## config.mk

```make
export PLATFORM = sky130hd
export DESIGN_NAME = gmp_message_port
export DESIGN_NICKNAME = d
export VERILOG_FILES = /design/src/gmp_pkg.sv /design/src/gmp_message_port.sv /design/src/gmp_sync.sv /design/src/gmp_buf2.sv
export SDC_FILE = /design/constraint.sdc
export NUM_CORES = 1
export LEC_CHECK = 0
export BUFFER_PORTS_ARGS = -buffer_cell sky130_fd_sc_hd__buf_2
export CAP_MARGIN = 20
export CORE_UTILIZATION = 59
export CTS_CLUSTER_DIAMETER = 80
export DETAILED_ROUTE_END_ITERATION = 8
export GPL_TIMING_DRIVEN = 0
export PLACE_DENSITY_LB_ADDON = 0.15
export REMOVE_ABC_BUFFERS = 1
export SETUP_SLACK_MARGIN = 0.15
export SLEW_MARGIN = 10
export SYNTH_ARGS = -nofsm -noshare
export SYNTH_HDL_FRONTEND = slang
export SYNTH_SLANG_ARGS = --single-unit
```

## constraint.sdc

```tcl
create_clock -name core_clk -period 7.2 [get_ports core_clk]
set_input_delay 0.72 -clock core_clk [delete_from_list [all_inputs] [get_ports core_clk]]
set_output_delay 0.72 -clock core_clk [all_outputs]
set_load 0.05 [all_outputs]
```

## src/gmp_pkg.sv

```systemverilog
package gmp_pkg;
    localparam logic [7:0] CHAR_LF      = 8'h0A;
    localparam logic [7:0] CHAR_CR      = 8'h0D;
    localparam logic [7:0] CHAR_SEMI    = 8'h3B;
    localparam logic [7:0] LISTEN_BASE  = 8'h20;
    localparam logic [7:0] TALK_BASE    = 8'h40;
    localparam logic [7:0] CMD_UNL      = 8'h3F;
    localparam logic [7:0] CMD_UNT      = 8'h5F;
    localparam logic [7:0] CMD_SPE      = 8'h18;
    localparam logic [7:0] CMD_SPD      = 8'h19;
    localparam int         MAV_BIT      = 4;
    localparam logic [4:0] ADDR_RESET   = 5'h05;
    localparam logic [4:0] ADDR_MAX     = 5'h1E;
    localparam logic [7:0] STB_RESET    = 8'h00;
    localparam logic [9:0] ERR_QUERY_INT = 10'h19A;
    localparam logic [9:0] ERR_TIMEOUT   = 10'h16D;
    localparam int         SYNC_STAGES  = 2;
endpackage : gmp_pkg

```

## src/gmp_message_port.sv

```systemverilog
`timescale 1ns/10ps
// What this block does
// - Talker marks last byte with EOI low.
// - Command bytes under ATN low always acknowledged.
// - Data bytes handshaked only when addressed listener.
// - Accept LF+EOI, LF CR+EOI, or EOI alone.
// - Semicolon splits commands within one message.
// - Response ends with line feed under EOI.
// - Status byte in serial poll without EOI.
// - Poll enable, one status byte, poll disable.
// - Set bit 4 when response is ready.
// - Other command before read: flush, error, clear.
// - Clear message flag once response fully sent.
// - Failed command: timeout error, set message flag.
// - Listen address plus 32, talk plus 64.
// - Three-wire handshake on DAV, NRFD, NDAC.
// - Interface clear drops addressing and poll mode.
// - Active-low lines, DIO1 is least significant.
module gmp_message_port (
    input  wire logic       core_clk,
    input  wire logic       reset,
    input  wire logic       clkEn,
    input  wire logic [4:0] busAddr,
    input  wire logic [7:0] dioN_i,
    output logic      [7:0] dioN_o,
    output logic            dioN_oe,
    input  wire logic       davN_i,
    output logic            davN_o,
    output logic            davN_oe,
    input  wire logic       nrfdN_i,
    output logic            nrfdN_o,
    output logic            nrfdN_oe,
    input  wire logic       ndacN_i,
    output logic            ndacN_o,
    output logic            ndacN_oe,
    input  wire logic       eoiN_i,
    output logic            eoiN_o,
    output logic            eoiN_oe,
    input  wire logic       atnN_i,
    input  wire logic       ifcN_i,
    output logic      [7:0] rxData,
    output logic            rxValid,
    input  wire logic       rxReady,
    output logic            cmdEnd,
    output logic            msgEnd,
    input  wire logic [7:0] txData,
    input  wire logic       txLast,
    input  wire logic       txValid,
    output logic            txReady,
    input  wire logic       respReady,
    input  wire logic       execFail,
    input  wire logic [7:0] statusIn,
    output logic            outFlush,
    output logic            errValid,
    output logic      [9:0] errCode,
    output logic            listenAddr_q,
    output logic            talkAddr_q,
    output logic            pollMode_q,
    output logic            mav_q
);
    typedef enum logic [3:0] {
        ST_IDLE  = 4'b0001,
        ST_RXACK = 4'b0010,
        ST_TXDAV = 4'b0100,
        ST_TXEND = 4'b1000
    } gmp_state_t;

    gmp_state_t state_q;
    logic [7:0] dioS;
    logic       davS, nrfdS, ndacS, eoiS, atnS, ifcS;
    logic [4:0] addr_q;
    logic [7:0] byte_q;
    logic       eoiLatch_q;
    logic       atnLatch_q;
    logic       prevLf_q;
    logic       sentLf_q;
    logic [8:0] bufOutData;
    logic       bufOutValid;
    logic       bufInReady;
    logic       rxTake;
    logic       ifcActive;

    // Bus levels are inverted once here so the rest works in true logic.
    gmp_sync #(.WIDTH(14)) u_sync (
        .core_clk (core_clk),
        .reset    (reset),
        .clkEn    (clkEn),
        .resetVal (14'h3FFF),
        .asyncIn  ({dioN_i, davN_i, nrfdN_i, ndacN_i, eoiN_i, atnN_i, ifcN_i}),
        .syncOut  ({dioS, davS, nrfdS, ndacS, eoiS, atnS, ifcS})
    );

    logic [7:0] dioT;
    logic       davT, nrfdT, ndacT, eoiT, atnT;
    assign dioT      = ~dioS;
    assign davT      = ~davS;
    assign nrfdT     = ~nrfdS;
    assign ndacT     = ~ndacS;
    assign eoiT      = ~eoiS;
    assign atnT      = ~atnS;
    assign ifcActive = ~ifcS;

    function automatic logic isTerm(input logic [7:0] b);
        isTerm = (b == gmp_pkg::CHAR_LF) || (b == gmp_pkg::CHAR_CR);
    endfunction : isTerm

    // Data mode bytes are held back while the buffer is full, so NRFD stays true.
    logic dataByte;
    assign dataByte = !atnLatch_q && listenAddr_q;
    assign rxTake   = (state_q == ST_IDLE) && davT && (atnT || (listenAddr_q && bufInReady));

    gmp_buf2 #(.WIDTH(9)) u_buf (
        .core_clk (core_clk),
        .reset    (reset),
        .clkEn    (clkEn),
        .inData   ({eoiLatch_q, byte_q}),
        .inValid  ((state_q == ST_RXACK) && dataByte && !davT),
        .inReady  (bufInReady),
        .outData  (bufOutData),
        .outValid (bufOutValid),
        .outReady (rxReady)
    );

    always_ff @(posedge core_clk) begin
        if (reset) begin
            addr_q <= gmp_pkg::ADDR_RESET;
        end else if (clkEn && busAddr <= gmp_pkg::ADDR_MAX) begin
            addr_q <= busAddr;
        end
    end

    logic [7:0] listenByte, talkByte;
    assign listenByte = gmp_pkg::LISTEN_BASE + {3'h0, addr_q};
    assign talkByte   = gmp_pkg::TALK_BASE + {3'h0, addr_q};

    always_ff @(posedge core_clk) begin
        if (reset) begin
            listenAddr_q <= 1'b0;
            talkAddr_q   <= 1'b0;
            pollMode_q   <= 1'b0;
        end else if (clkEn) begin
            if (ifcActive) begin
                listenAddr_q <= 1'b0;
                talkAddr_q   <= 1'b0;
                pollMode_q   <= 1'b0;
            end else if (rxTake && atnT) begin
                if (dioT == listenByte) begin
                    listenAddr_q <= 1'b1;
                end else if (dioT == gmp_pkg::CMD_UNL) begin
                    listenAddr_q <= 1'b0;
                end
                if (dioT == talkByte) begin
                    talkAddr_q <= 1'b1;
                end else if (dioT == gmp_pkg::CMD_UNT || (dioT[7:5] == 3'h2)) begin
                    talkAddr_q <= 1'b0;
                end
                if (dioT == gmp_pkg::CMD_SPE) begin
                    pollMode_q <= 1'b1;
                end else if (dioT == gmp_pkg::CMD_SPD) begin
                    pollMode_q <= 1'b0;
                end
            end
        end
    end

    logic txSend;
    assign txSend = (state_q == ST_IDLE) && !atnT && !ifcActive && talkAddr_q && !davT
                    && (pollMode_q || txValid) && !nrfdT;

    always_ff @(posedge core_clk) begin
        if (reset) begin
            state_q    <= ST_IDLE;
            byte_q     <= 8'h00;
            eoiLatch_q <= 1'b0;
            atnLatch_q <= 1'b0;
            sentLf_q   <= 1'b0;
            nrfdN_oe   <= 1'b0;
            ndacN_oe   <= 1'b0;
            davN_oe    <= 1'b0;
            eoiN_oe    <= 1'b0;
            dioN_oe    <= 1'b0;
            dioN_o     <= 8'hFF;
            txReady    <= 1'b0;
        end else if (clkEn) begin
            txReady <= 1'b0;
            case (state_q)
                ST_IDLE: begin
                    davN_oe  <= 1'b0;
                    eoiN_oe  <= 1'b0;
                    dioN_oe  <= 1'b0;
                    nrfdN_oe <= !(atnT || (listenAddr_q && bufInReady)) && (atnT || listenAddr_q);
                    ndacN_oe <= atnT || listenAddr_q;
                    if (rxTake) begin
                        byte_q     <= dioT;
                        eoiLatch_q <= eoiT;
                        atnLatch_q <= atnT;
                        nrfdN_oe   <= 1'b1;
                        ndacN_oe   <= 1'b0;
                        state_q    <= ST_RXACK;
                    end else if (txSend) begin
                        dioN_o   <= pollMode_q ? ~statusIn : ~txData;
                        eoiN_oe  <= !pollMode_q && txLast;
                        sentLf_q <= !pollMode_q && txLast;
                        dioN_oe  <= 1'b1;
                        davN_oe  <= 1'b1;
                        txReady  <= !pollMode_q;
                        state_q  <= ST_TXDAV;
                    end
                end
                ST_RXACK: begin
                    if (!davT && (!dataByte || bufInReady)) begin
                        ndacN_oe <= 1'b1;
                        state_q  <= ST_IDLE;
                    end
                end
                ST_TXDAV: begin
                    if (!ndacT || atnT) begin
                        davN_oe <= 1'b0;
                        state_q <= ST_TXEND;
                    end
                end
                default: begin
                    dioN_oe <= 1'b0;
                    eoiN_oe <= 1'b0;
                    state_q <= ST_IDLE;
                end
            endcase
        end
    end

    assign nrfdN_o = 1'b0;
    assign ndacN_o = 1'b0;
    assign davN_o  = 1'b0;
    assign eoiN_o  = 1'b0;

    logic rxPop;
    assign rxPop = bufOutValid && rxReady;

    always_ff @(posedge core_clk) begin
        if (reset) begin
            rxData   <= 8'h00;
            rxValid  <= 1'b0;
            cmdEnd   <= 1'b0;
            msgEnd   <= 1'b0;
            prevLf_q <= 1'b0;
        end else if (clkEn) begin
            rxValid <= rxPop;
            rxData  <= bufOutData[7:0];
            // The end mark comes only from each byte's own EOI bit, so a CR after an LF ends the message only if it carries EOI.
            msgEnd  <= rxPop && bufOutData[8];
            cmdEnd  <= rxPop && (bufOutData[7:0] == gmp_pkg::CHAR_SEMI || bufOutData[8]
                                 || isTerm(bufOutData[7:0]));
            if (rxPop) begin
                prevLf_q <= bufOutData[7:0] == gmp_pkg::CHAR_LF;
            end
        end
    end

    logic newCmd, respDone;
    assign newCmd   = rxPop && !prevLf_q;
    assign respDone = (state_q == ST_TXEND) && sentLf_q;

    always_ff @(posedge core_clk) begin
        if (reset) begin
            mav_q    <= 1'b0;
            outFlush <= 1'b0;
            errValid <= 1'b0;
            errCode  <= 10'h000;
        end else if (clkEn) begin
            outFlush <= 1'b0;
            errValid <= 1'b0;
            if (execFail) begin
                mav_q    <= 1'b1;
                errValid <= 1'b1;
                errCode  <= gmp_pkg::ERR_TIMEOUT;
            end else if (respReady) begin
                mav_q <= 1'b1;
            end else if (mav_q && newCmd) begin
                mav_q    <= 1'b0;
                outFlush <= 1'b1;
                errValid <= 1'b1;
                errCode  <= gmp_pkg::ERR_QUERY_INT;
            end else if (respDone) begin
                mav_q <= 1'b0;
            end
        end
    end

    // The response source gives LF as its last byte, and txLast then drives EOI.

    poll_no_eoi_a: assert property (@(posedge core_clk) disable iff (reset)
        (davN_oe && pollMode_q) |-> !eoiN_oe) else $error("EOI during status byte.");

    last_eoi_a: assert property (@(posedge core_clk) disable iff (reset)
        (clkEn && txSend && !pollMode_q && txLast) |=> eoiN_oe) else $error("Last byte lacks EOI.");

    resp_end_lf_a: assert property (@(posedge core_clk) disable iff (reset)
        (davN_oe && eoiN_oe) |-> dioN_o == ~gmp_pkg::CHAR_LF) else $error("Response end is not LF.");

    ifc_clear_a: assert property (@(posedge core_clk) disable iff (reset)
        (clkEn && ifcActive) |=> !listenAddr_q && !talkAddr_q && !pollMode_q) else $error("IFC did not clear.");

    listen_addr_a: assert property (@(posedge core_clk) disable iff (reset)
        (clkEn && rxTake && atnT && !ifcActive && dioT == gmp_pkg::LISTEN_BASE + {3'h0, addr_q}) |=> listenAddr_q)
        else $error("Listen address missed.");

    cmd_ack_a: assert property (@(posedge core_clk) disable iff (reset)
        (clkEn && state_q == ST_IDLE && davT && atnT) |=> state_q == ST_RXACK)
        else $error("Command byte not acknowledged.");

    data_ignore_a: assert property (@(posedge core_clk) disable iff (reset)
        (clkEn && state_q == ST_IDLE && !atnT && !listenAddr_q) |=> !ndacN_oe && !nrfdN_oe)
        else $error("Unaddressed data handshaked.");

    dav_wait_a: assert property (@(posedge core_clk) disable iff (reset)
        $rose(davN_oe) |-> !$past(nrfdT)) else $error("DAV before NRFD release.");

    mav_set_a: assert property (@(posedge core_clk) disable iff (reset)
        (clkEn && execFail) |=> mav_q && errCode == gmp_pkg::ERR_TIMEOUT) else $error("Timeout not flagged.");

    mav_flush_a: assert property (@(posedge core_clk) disable iff (reset)
        (clkEn && mav_q && newCmd && !execFail && !respReady) |=> !mav_q && outFlush)
        else $error("Query interrupt not handled.");
endmodule : gmp_message_port

```

## src/gmp_sync.sv

```systemverilog
`timescale 1ns/10ps
module gmp_sync #(
    parameter int WIDTH = 1
) (
    input  wire logic             core_clk,
    input  wire logic             reset,
    input  wire logic             clkEn,
    input  wire logic [WIDTH-1:0] resetVal,
    input  wire logic [WIDTH-1:0] asyncIn,
    output logic      [WIDTH-1:0] syncOut
);
    logic [WIDTH-1:0] stage1_q;

    always_ff @(posedge core_clk) begin
        if (reset) begin
            stage1_q <= resetVal;
            syncOut  <= resetVal;
        end else if (clkEn) begin
            stage1_q <= asyncIn;
            syncOut  <= stage1_q;
        end
    end
endmodule : gmp_sync

```

## src/gmp_buf2.sv

```systemverilog
`timescale 1ns/10ps
module gmp_buf2 #(
    parameter int WIDTH = 9
) (
    input  wire logic             core_clk,
    input  wire logic             reset,
    input  wire logic             clkEn,
    input  wire logic [WIDTH-1:0] inData,
    input  wire logic             inValid,
    output logic                  inReady,
    output logic      [WIDTH-1:0] outData,
    output logic                  outValid,
    input  wire logic             outReady
);
    logic [WIDTH-1:0] mem_q [2];
    logic             wrPtr_q;
    logic             rdPtr_q;
    logic [1:0]       count_q;
    logic             doWr;
    logic             doRd;

    assign inReady  = (count_q != 2'h2);
    assign outValid = (count_q != 2'h0);
    assign outData  = mem_q[rdPtr_q];
    assign doWr     = inValid && inReady;
    assign doRd     = outValid && outReady;

    always_ff @(posedge core_clk) begin
        if (reset) begin
            wrPtr_q <= 1'b0;
            rdPtr_q <= 1'b0;
            count_q <= 2'h0;
        end else if (clkEn) begin
            if (doWr) begin
                mem_q[wrPtr_q] <= inData;
                wrPtr_q        <= ~wrPtr_q;
            end
            if (doRd) begin
                rdPtr_q <= ~rdPtr_q;
            end
            if (doWr && !doRd) begin
                count_q <= count_q + 2'h1;
            end else if (doRd && !doWr) begin
                count_q <= count_q - 2'h1;
            end
        end
    end
endmodule : gmp_buf2

```

## Yosys cells after proc, flatten, opt, wreduce, memory -nomap -nowiden

Memory sizes are Yosys's and may differ from the RTL's. A register that Yosys moved wholly into a read port is not among the register bits.
Index checks and enable logic that the tools add are counted.

- Register bits: 94
- Bits in writable memories: 18
- Input bits: 43
- Memories: 1

Memories:

| memory | words | width | read ports | clocked after Yosys merged registers in | write ports | RTL line | RTL |
|---|---|---|---|---|---|---|---|
| u_buf.mem_q | 2 | 9 | 1 | 1 | 1 | gmp_buf2.sv:15 | `logic [WIDTH-1:0] mem_q [2];` |

- Add/sub/neg operators: 4
- $lt $le $gt $ge: 1
- Eq/ne operators: 23
- Multiplexer cells: 52
- Bitwise gates (word level): 10
- Reductions and logical operators: 64

Operator list:

| kind | count |
|---|---|
| $mux W1 | 37 |
| $mux W10 | 3 |
| $logic_and A1 B1 Y1 | 26 |
| $not A8 Y8 | 3 |
| $reduce_and A3 Y1 | 7 |
| $eq A8 B4 Y1 const B | 2 |
| $eq A8 B5 Y1 const B | 2 |
| $eq A8 B6 Y1 const B | 2 |
| $mux W4 | 4 |
| $ne A3 B3 Y1 const B | 4 |
| $pmux W4 S3 | 1 |
| $reduce_and A2 Y1 | 6 |
| $reduce_bool A2 Y1 | 5 |
| $logic_or A1 B1 Y1 | 9 |
| $add A7 B5 Y8 const A | 1 |
| $eq A8 B7 Y1 | 1 |
| $eq A8 B7 Y1 const B | 1 |
| $eq A8 B8 Y1 | 1 |
| $mux W8 | 1 |
| $pmux W1 S2 | 4 |
| $reduce_and A4 Y1 | 2 |
| $add A6 B5 Y7 const A | 1 |
| $logic_not A1 Y1 | 7 |
| $not A1 Y1 | 7 |
| other kinds (13) | 17 |

## Longest topological paths before layout

Gate-level depths: netlist of the first run.

- Word-level depth: 10
- Gate-level depth with buffers: 8
- Gate-level depth less buffers: 8

## Cells and area by module

A second synthesis of the first run with hierarchy kept.

- Cells, all modules: 400
- Area, all modules: 4794.6 um2

Modules (own cells, without submodules):

| module | times used | cells an instance | area each (um2) |
|---|---|---|---|
| gmp_message_port | 1 | 283 | 2646.3 |
| gmp_sync | 1 | 60 | 1223.7 |
| gmp_buf2 | 1 | 57 | 924.6 |

## Least setup slack after synthesis of the first run

Ideal clock, no wire load.

- Kind: register to register
- Start: register state_q[3]
- End: memory u_buf.mem_q[0][0] (enable)
- Data arrival time: 2.199 ns
- Path slack: 4.612 ns
- Cell stages (with the launch flop): 5
- Path through: dfxtp_1 > or4b_2 > nor3_1 > and2_1 > nor3b_1

- Word-level cells in the longest chain between the ends: 8

Ends and longest elaborated chain:

| what | RTL line | RTL |
|---|---|---|
| start: declaration | gmp_message_port.sv:68 | `gmp_state_t state_q;` |
| start signal: assignment | gmp_message_port.sv:172 | `state_q <= ST_IDLE;` |
| start signal: assignment | gmp_message_port.sv:199 | `state_q <= ST_RXACK;` |
| start signal: assignment | gmp_message_port.sv:207 | `state_q <= ST_TXDAV;` |
| $eq A4 B2 Y1 | gmp_message_port.sv:117 | `.inValid ((state_q == ST_RXACK) && dataByte && !davT),` |
| $logic_and A1 B1 Y1 (2 in a row) | gmp_message_port.sv:117 |  |
| $logic_and A1 B1 Y1 | gmp_buf2.sv:25 | `assign doWr = inValid && inReady;` |
| $mux W1 | gmp_buf2.sv:34 | `if (doWr) begin` |
| $mux W1 | gmp_buf2.sv:33 | `end else if (clkEn) begin` |
| $mux W1 | gmp_buf2.sv:29 | `if (reset) begin` |
| $mux W1 (not written as such) | gmp_buf2.sv:35 | `mem_q[wrPtr_q] <= inData;` |
| end: declaration | gmp_buf2.sv:15 |  |

Every way passes these cells.

## Final worst setup path of the first run

- Start: register state_q[1]
- End: memory u_buf.mem_q[0][6] (enable)

Same word-level chain as after synthesis.

==> results of run 1 <==
[Yosys cell counts (3+ instances only)]
| cell type | count |
|---|---|
| edfxtp_1 | 18 |
| and2_1 | 9 |
| clkbuf_1 | 20 |
| a21oi_1 | 19 |
| nand4_1 | 3 |
| o31ai_1 | 3 |
| nor2_1 | 43 |
| buf_4 | 11 |
| xnor2_1 | 7 |
| nand2_1 | 19 |
| a221oi_1 | 3 |
| a211o_1 | 39 |
| nand3b_1 | 3 |
| mux2i_1 | 9 |
| nor3_1 | 7 |
| o21ai_0 | 9 |
| nand3_1 | 3 |
| nor2b_1 | 35 |
| dfxtp_1 | 88 |
| inv_1 | 9 |
| xor2_1 | 3 |
| nor4b_1 | 3 |
| a211oi_2 | 9 |
| nand2b_1 | 6 |
| buf_1 | 5 |
| a211oi_1 | 19 |
[placed cells by master, fill, tap and decap left out, types with 3 or more instances in the layout]
cell type,n
nor2_1,43
a211o_1,39
xnor2_1,7
nand3_1,3
nor4b_1,3
inv_1,9
conb_1,5
xor2_1,3
a221oi_1,3
a21oi_1,19
dfxtp_1,88
nor3_1,7
nand2_1,19
edfxtp_1,18
nand3b_1,3
nand4_1,3
and2_1,9
a211oi_2,9
nand2b_1,6
clkbuf_8,9
buf_2,82
o31ai_1,3
nor2b_1,35
o21ai_0,9
a211oi_1,19
mux2i_1,9
[worst max-delay path by stage]
stage	start	to	slack, ps	depth (start not counted)
6_report	state_q[1]	u_buf.mem_q[0][6]	4470	5
5_1_grt	state_q[1]	u_buf.mem_q[0][7]	4270	5
4_1_cts	state_q[1]	u_buf.mem_q[0][4]	4410	5
3_5_place_dp	clkEn	u_buf.mem_q[0][6]	4080	6
3_3_place_gp	clkEn	u_buf.mem_q[0][7]	3660	4
2_1_floorplan	state_q[3]	u_buf.mem_q[0][0]	4610	4
[per-layer routing]
metal  up-vias  track usage [%]
li1       1725                -
met5         -                0
met3        16            3.199
met1      1534            26.22
met4         0            11.11
met2        93            33.33
[where the power goes]
part | total, mW | internal (mW) | switching, mW
clock network | 0.349 | 0.160 | 0.189
logic | 0.121 | 0.0468 | 0.0743
registers | 0.637 | 0.620 | 0.0173
[final cells by class]
cell class,count,area (sq um)
Sequential cell,106,2302
Fill cell,584,2201
Multi-Input combinational cell,294,2003
Timing Repair Buffer,86,476.7
Clock buffer,11,131.4
Tap cell,99,123.9
Clock inverter,5,55.05
Inverter,10,37.54
[cells by family (layout without fill, tap and decap cells)]
family / count (synthesis) / after routing / synth area share [%]
buffers and inverters: 50 / 112 / 5.440
multiplexers: 10 / 10 / 2.237
AND/OR/NAND/NOR: 146 / 146 / 17.79
XOR/XNOR: 10 / 10 / 1.933
AO/OA/AOI/OAI: 122 / 122 / 21.43
adder cells (fa/ha/maj): 1 / 1 / 0.2761
other: 1 / 5 / 0.08277
flip-flops: 106 / 106 / 50.81
[flip-flops by register name, indices dropped and copies added (netlist names), 2 cells and up, named ones only]
signal           count
dioN_o               8
u_buf.mem_q         18
u_sync.syncOut      14
u_buf.count_q        2
rxData               8
byte_q               8
state_q              4
addr_q               5
errCode              3
u_sync.stage1_q     14
[critical path, stage by stage (launching register included)]
cell and delay (ps):
dfxtp_1 470, or4b_2 670, nor3_1 230, and2_1 200, nor3b_1 580, buf_2 290
[per-stage QoR]
stage	instances	util, %
after global routing	611	69.98
after CTS	611	69.98
after detailed placement	595	67.43
final	611	69.98
after floorplan	410	-
after global placement	591	66.44
==> reports/metrics.yaml, run 1 <==
status: "complete, no violations"
grt_max_degree: 74
core-area_sq_um: 7331
worst-r2r-cell-count: 5
p_leak_nw: 1.966
yosys_warnings: 0
hold_ws_ps: 459.0
dpl_cell_area_sq_um: 4943
io_pins: 88
clockBufferDepth: 2
post-route-period-util_pct: 37.97
cts.sinks: 106
area_growth_pct: 13.23
wl_mm: 7.996
vias: 3368
finalSetupViolCount: 0
worstPathRequired_ps: 7270
synthArstFlopShare_pct: 0
drtPass1Iterations: 4
synth_edf_count: 18
gp_congestion: 0.7781
yosysSeqAreaShare_pct: 50.81
setup_slack_ps: 4466
ff2ff_setup_slack_ps: 4470
syn_area_sq_um: 4531
clock_latency_ps: 360
endpoint_kind: "register"
r2r-end: "u_buf.mem_q[0][6]"
clkSlewWorstSetupHoldPaths_ps: 100
max_freq_mhz: 365.8
syn_avg_cell_area_sq_um: 10.16
setup_tns_ps: 0
cp_max_fo: 7
wl_met1_mm: 3.850
nets: 551
cts_htree_levels: 3
synthFlopType: "dfxtp_1"
fp.dieH_microns: 89.63
viasPerCell: 5.512
ctsResizeCount: 0
maxCapViolations: 0
post-place-ws_ps: 4082
grt_pass1_wl_mm: 12.75
r2r-start: "state_q[1]"
hold_viol: 0
cts_root_buf: "clkbuf_8"
cts_setup_buffers: 0
cp.arrival_ps: 2800
rows: 31
synth_top_cell_by_area: "dfxtp_1"
ant_nets: 0
power_mw: 1.107
hp-class: "reg2reg"
relSlewSlack_pct: 40.54
drive_above_1_share_pct: 22.85
synth.distinct_cells: 60
fin_crit_ps: 2734
drv_slew: 0
cts_hold_buf: 0
rsz0062_at_grt: "false"
avgRoutedWirePerCell_microns: 13.09
grt_util_all_layers_pct: 20.47
met2WireLength_mm: 3.655
fp.dieArea_sq_um: 8034
initial_core_util_pct: 61.80
synthCells: 446
io_buffers: 82
drc: 0
diodes: 0
holdPathEnd: "eoiLatch_q"
synth-seq-cells: 106
final.setup_skew_ps: 11.01
min_from: "u_sync.syncOut[2]"
route.met3.wl_microns: 337
dp.final_hpwl_mm: 5.510
antenna_found_initial: 0
grt_overflow_total: 0
worstSetupPathType: "reg2reg"
synth.top_cell.area_share_pct: 38.88
route.top_layer_used: "met4"
fin_area_sq_um: 5130
drt_first_iter_violations: 117
hold_depth: 1
dieWidth_microns: 89.63
grt_pass1_vias: 2927
cts_tree: "yes"
synth_area_leaders: "dfxtp_1 (39%), edfxtp_1 (12%), a211o_1 (7.5%), nor2b_1 (4.8%), nor2_1 (3.6%)"
cp-start-kind: "register"
tightest_slew_ps: 891.8
max-vdd-ir-drop_mv: 0.1428
cts_inserted_buffers: 9
power.density_nw_per_um2: 215.8
Power figures use the tool's default switching activity.
==> inputs of run 2 (changes only) <==
--- a/config.mk
+++ b/config.mk
@@ -7,7 +7,7 @@
 export LEC_CHECK = 0
 export BUFFER_PORTS_ARGS = -buffer_cell sky130_fd_sc_hd__buf_2
 export CAP_MARGIN = 20
-export CORE_UTILIZATION = 59
+export CORE_UTILIZATION = 50
 export CTS_CLUSTER_DIAMETER = 80
 export DETAILED_ROUTE_END_ITERATION = 8
 export GPL_TIMING_DRIVEN = 0
==> constraint.sdc (replaced) <==
create_clock -name core_clk -period 2.35 [get_ports core_clk]
set_input_delay 0.235 -clock core_clk [delete_from_list [all_inputs] [get_ports core_clk]]
set_output_delay 0.235 -clock core_clk [all_outputs]
set_load 0.05 [all_outputs]
==> run 2 against run 1 <==
  * Sequential share of layout area decreased by 0.72 points
  * Worst hold slack worse by 400 ps
  * Clock power rose to 3.1 times the previous value
  * Non-clock buffer count rose by 6
  * Highest routed layer unchanged
  * Clock-buffer cell count is the same
  * Clock skew increased by 2.2 ps
  * Via count is 1.8% higher
  * Largest power group unchanged
  * Cell area up 1.7%
  * Sequential power rose to 3.1 times the previous value
  * Setup slack got worse by 4200 ps
  * Sequential cell count unchanged
  * Maximum frequency is 32% higher
==> reports/metrics.yaml, run 2 (same netlist as run 1, synthesis figures left out) <==
clockPowerShare_pct: 31.7  # was 31.5%
r2r-start: "state_q[3]"  # was state_q[1]
crit_chain: "or4b_4 > nor3_2 > and2_1 > ha_1 > nor2_2 > nand2_1 > xor2_1 > nor2_1"  # was or4b_2 > nor3_1 > and2_1 > nor3b_1 > buf_2
ff2ff_setup_slack_ps: 280  # was 4470 ps
internal_power_mw: 2.542  # was 0.8270 mW
fin_crit_ps: 2074  # was 2734 ps
drive_above_1_share_pct: 24.90  # was 22.85%
clkSlewWorstSetupHoldPaths_ps: 100  # about the same
diodes: 0  # unchanged
worst-r2r-cell-count: 8  # was 5
viasPerCell: 5.476  # was 5.512
vias: 3428  # was 3368
seqPwrFrac_pct: 57.0  # was 57.6%
power.density_nw_per_um2: 657.1  # was 215.8 nW/um^2
ant_nets: 0  # unchanged
rsz0062_at_grt: "false"  # unchanged
min_from: "dioN_i[1]"  # was u_sync.syncOut[2]
final_cell_mix: "dfxtp_1 (86), buf_2 (81), nor2_1 (42)"  # was dfxtp_1 (88), buf_2 (82), nor2_1 (43)
multi_input_area_sq_um: 2038  # was 2003 sq um
setup_tns_ps: 0  # unchanged
clockBufferDepth: 2  # unchanged
nFillCells: 787  # was 584
power_mw: 3.429  # was 1.107 mW
mostFrequentLayoutCell: "dfxtp_1"  # unchanged
area_growth_pct: 15.19  # was 13.23%
cp_max_fo: 7  # unchanged
reg.largest.list: "u_buf.mem_q (18), u_sync.stage1_q (14), u_sync.syncOut (14)"  # unchanged
hold_ws_ps: 59.87  # was 459.0 ps
cts_htree_levels: 3  # unchanged
largest-register: "u_buf.mem_q"  # unchanged
io_buffers: 82  # unchanged
cts_tree: "yes"  # unchanged
clock_latency_ps: 370  # was 360 ps
p_leak_nw: 1.996  # was 1.966 nW
worstPathRequired_ps: 2600  # was 7270 ps
hold_viol: 0  # unchanged
grt_pass1_vias: 3293  # was 2927
hold_depth: 2  # was 1
drt_first_iter_violations: 155  # was 117
cp.arrival_ps: 2320  # was 2800 ps
antenna_found_initial: 0  # unchanged
grt_util_all_layers_pct: 19.34  # was 20.47%
post-route-period-util_pct: 88.24  # was 37.97%
cts_root_buf: "clkbuf_8"  # unchanged
grt_pass1_wl_mm: 14.92  # was 12.75 mm
drv_slew: 0  # unchanged
io_pins: 88  # unchanged
avgRoutedWirePerCell_microns: 13.73  # was 13.09 microns
dieWidth_microns: 97.19  # was 89.63 microns
fp.dieArea_sq_um: 9446  # was 8034 sq um
r2r-end: "u_buf.count_q[1]"  # was u_buf.mem_q[0][6]
maxCapViolations: 0  # unchanged
p_switching_mw: 0.8870  # was 0.2802 mW
p_comb_share_pct: 11.3  # was 10.9%
worstSetupPathType: "reg2reg"  # unchanged
initial_core_util_pct: 51.70  # was 61.80%
dp.final_hpwl_mm: 5.807  # was 5.510 mm
max_stage_delay_ps: 600  # was 670 ps
drc: 0  # unchanged
layout.area.seq_sq_um: 2305  # was 2302 sq um
hp-class: "in2reg"  # was reg2reg
grt_max_degree: 57  # was 74
post-place-ws_ps: -302.0  # was 4082 ps
max_freq_mhz: 482.2  # was 365.8 MHz
grt_overflow_total: 0  # unchanged
finalSetupViolCount: 0  # unchanged
status: "complete, no violations"  # unchanged
final.setup_skew_ps: 13.20  # was 11.01 ps
cts_inserted_buffers: 9  # unchanged
nets: 557  # was 551
final_util_pct: 59.55  # was 69.98%
cts.sinks: 106  # unchanged
cp-start-kind: "register"  # unchanged
holdPathEnd: "u_sync.stage1_q[7]"  # was eoiLatch_q
slowest_stage: "or4b_4"  # was or4b_2
gp_congestion: 0.8261  # was 0.7781
endpoint_kind: "register"  # unchanged
largest_register_ffs: 18  # unchanged
tightest_slew_ps: 749.5  # was 891.8 ps
critPathLaunch: "state_q[3]"  # was state_q[1]
wl_mm: 8.596  # was 7.996 mm
rows: 34  # was 31
drtPass1Iterations: 4  # unchanged
core-area_sq_um: 8763  # was 7331 sq um
switching_share_pct: 25.86  # was 25.31%
max-vdd-ir-drop_mv: 0.3654  # was 0.1428 mV
fp.dieH_microns: 97.19  # was 89.63 microns
relSlewSlack_pct: 49.96  # was 40.54%
setup_slack_ps: 276.4  # was 4466 ps
-- run 2: worst max path at each step --
stage | to | slack [ps]
3_5_place_dp | u_buf.mem_q[0][8] | -300
5_1_grt | u_buf.count_q[1] | 140
2_1_floorplan | u_buf.mem_q[0][0] | -240
3_3_place_gp | u_buf.mem_q[0][7] | -790
6_report | u_buf.count_q[1] | 280
4_1_cts | cmdEnd | 160
-- run 2: layer usage --
metal	global-route usage [%]	part of all wire (%)	vias up
met5	0	0	-
met4	9.414	2.1	0
met3	3.165	3.4	14
met2	32.18	46	76
met1	24.41	48	1603
li1	-	-	1735
-- run 2: final cells by class --
cell class	count	share of cell area [%]
clock inverter	5	1.055
clock buffer	11	2.517
sequential	106	44.16
tap	108	2.589
inverter	10	0.7193
multi-input combinational	294	39.06
timing repair buffer	92	9.902
-- run 2: power groups by stage --
stage | Clock, mW | Combinational [mW] | Sequential (mW)
floorplan | 0 | 0.176 | 2.05
global placement | 0 | 0.358 | 1.99
detailed placement | 0 | 0.374 | 1.99
CTS | 1.11 | 0.377 | 1.95
global route | 1.20 | 0.428 | 1.96
finish | 1.09 | 0.389 | 1.95
-- run 2: through the flow --
stage	instances	cell area (sq um)
6_report	626	5219
4_1_cts	624	5189
3_3_place_gp	600	4882
2_1_floorplan	410	4337
3_5_place_dp	604	4947
5_1_grt	626	5219
-- run 2: repair_timing --
action / in CTS / in global routing
gates resized for setup: 7 / 3
hold endpoints to repair: 0 / 0
buffers inserted: 4 / 2
hold buffers: 0 / 0
endpoints found under the setup margin: 27 / 22
pin swaps: 1 / 0
-- run 2: critical path: cells and delay by family (launching register included) --
kind                       cells  cell delay [ps]
adders and majority gates      1              230
DFF                            1              400
and+or+nand+nor                6             1200
xor gates and xnor gates       1              130
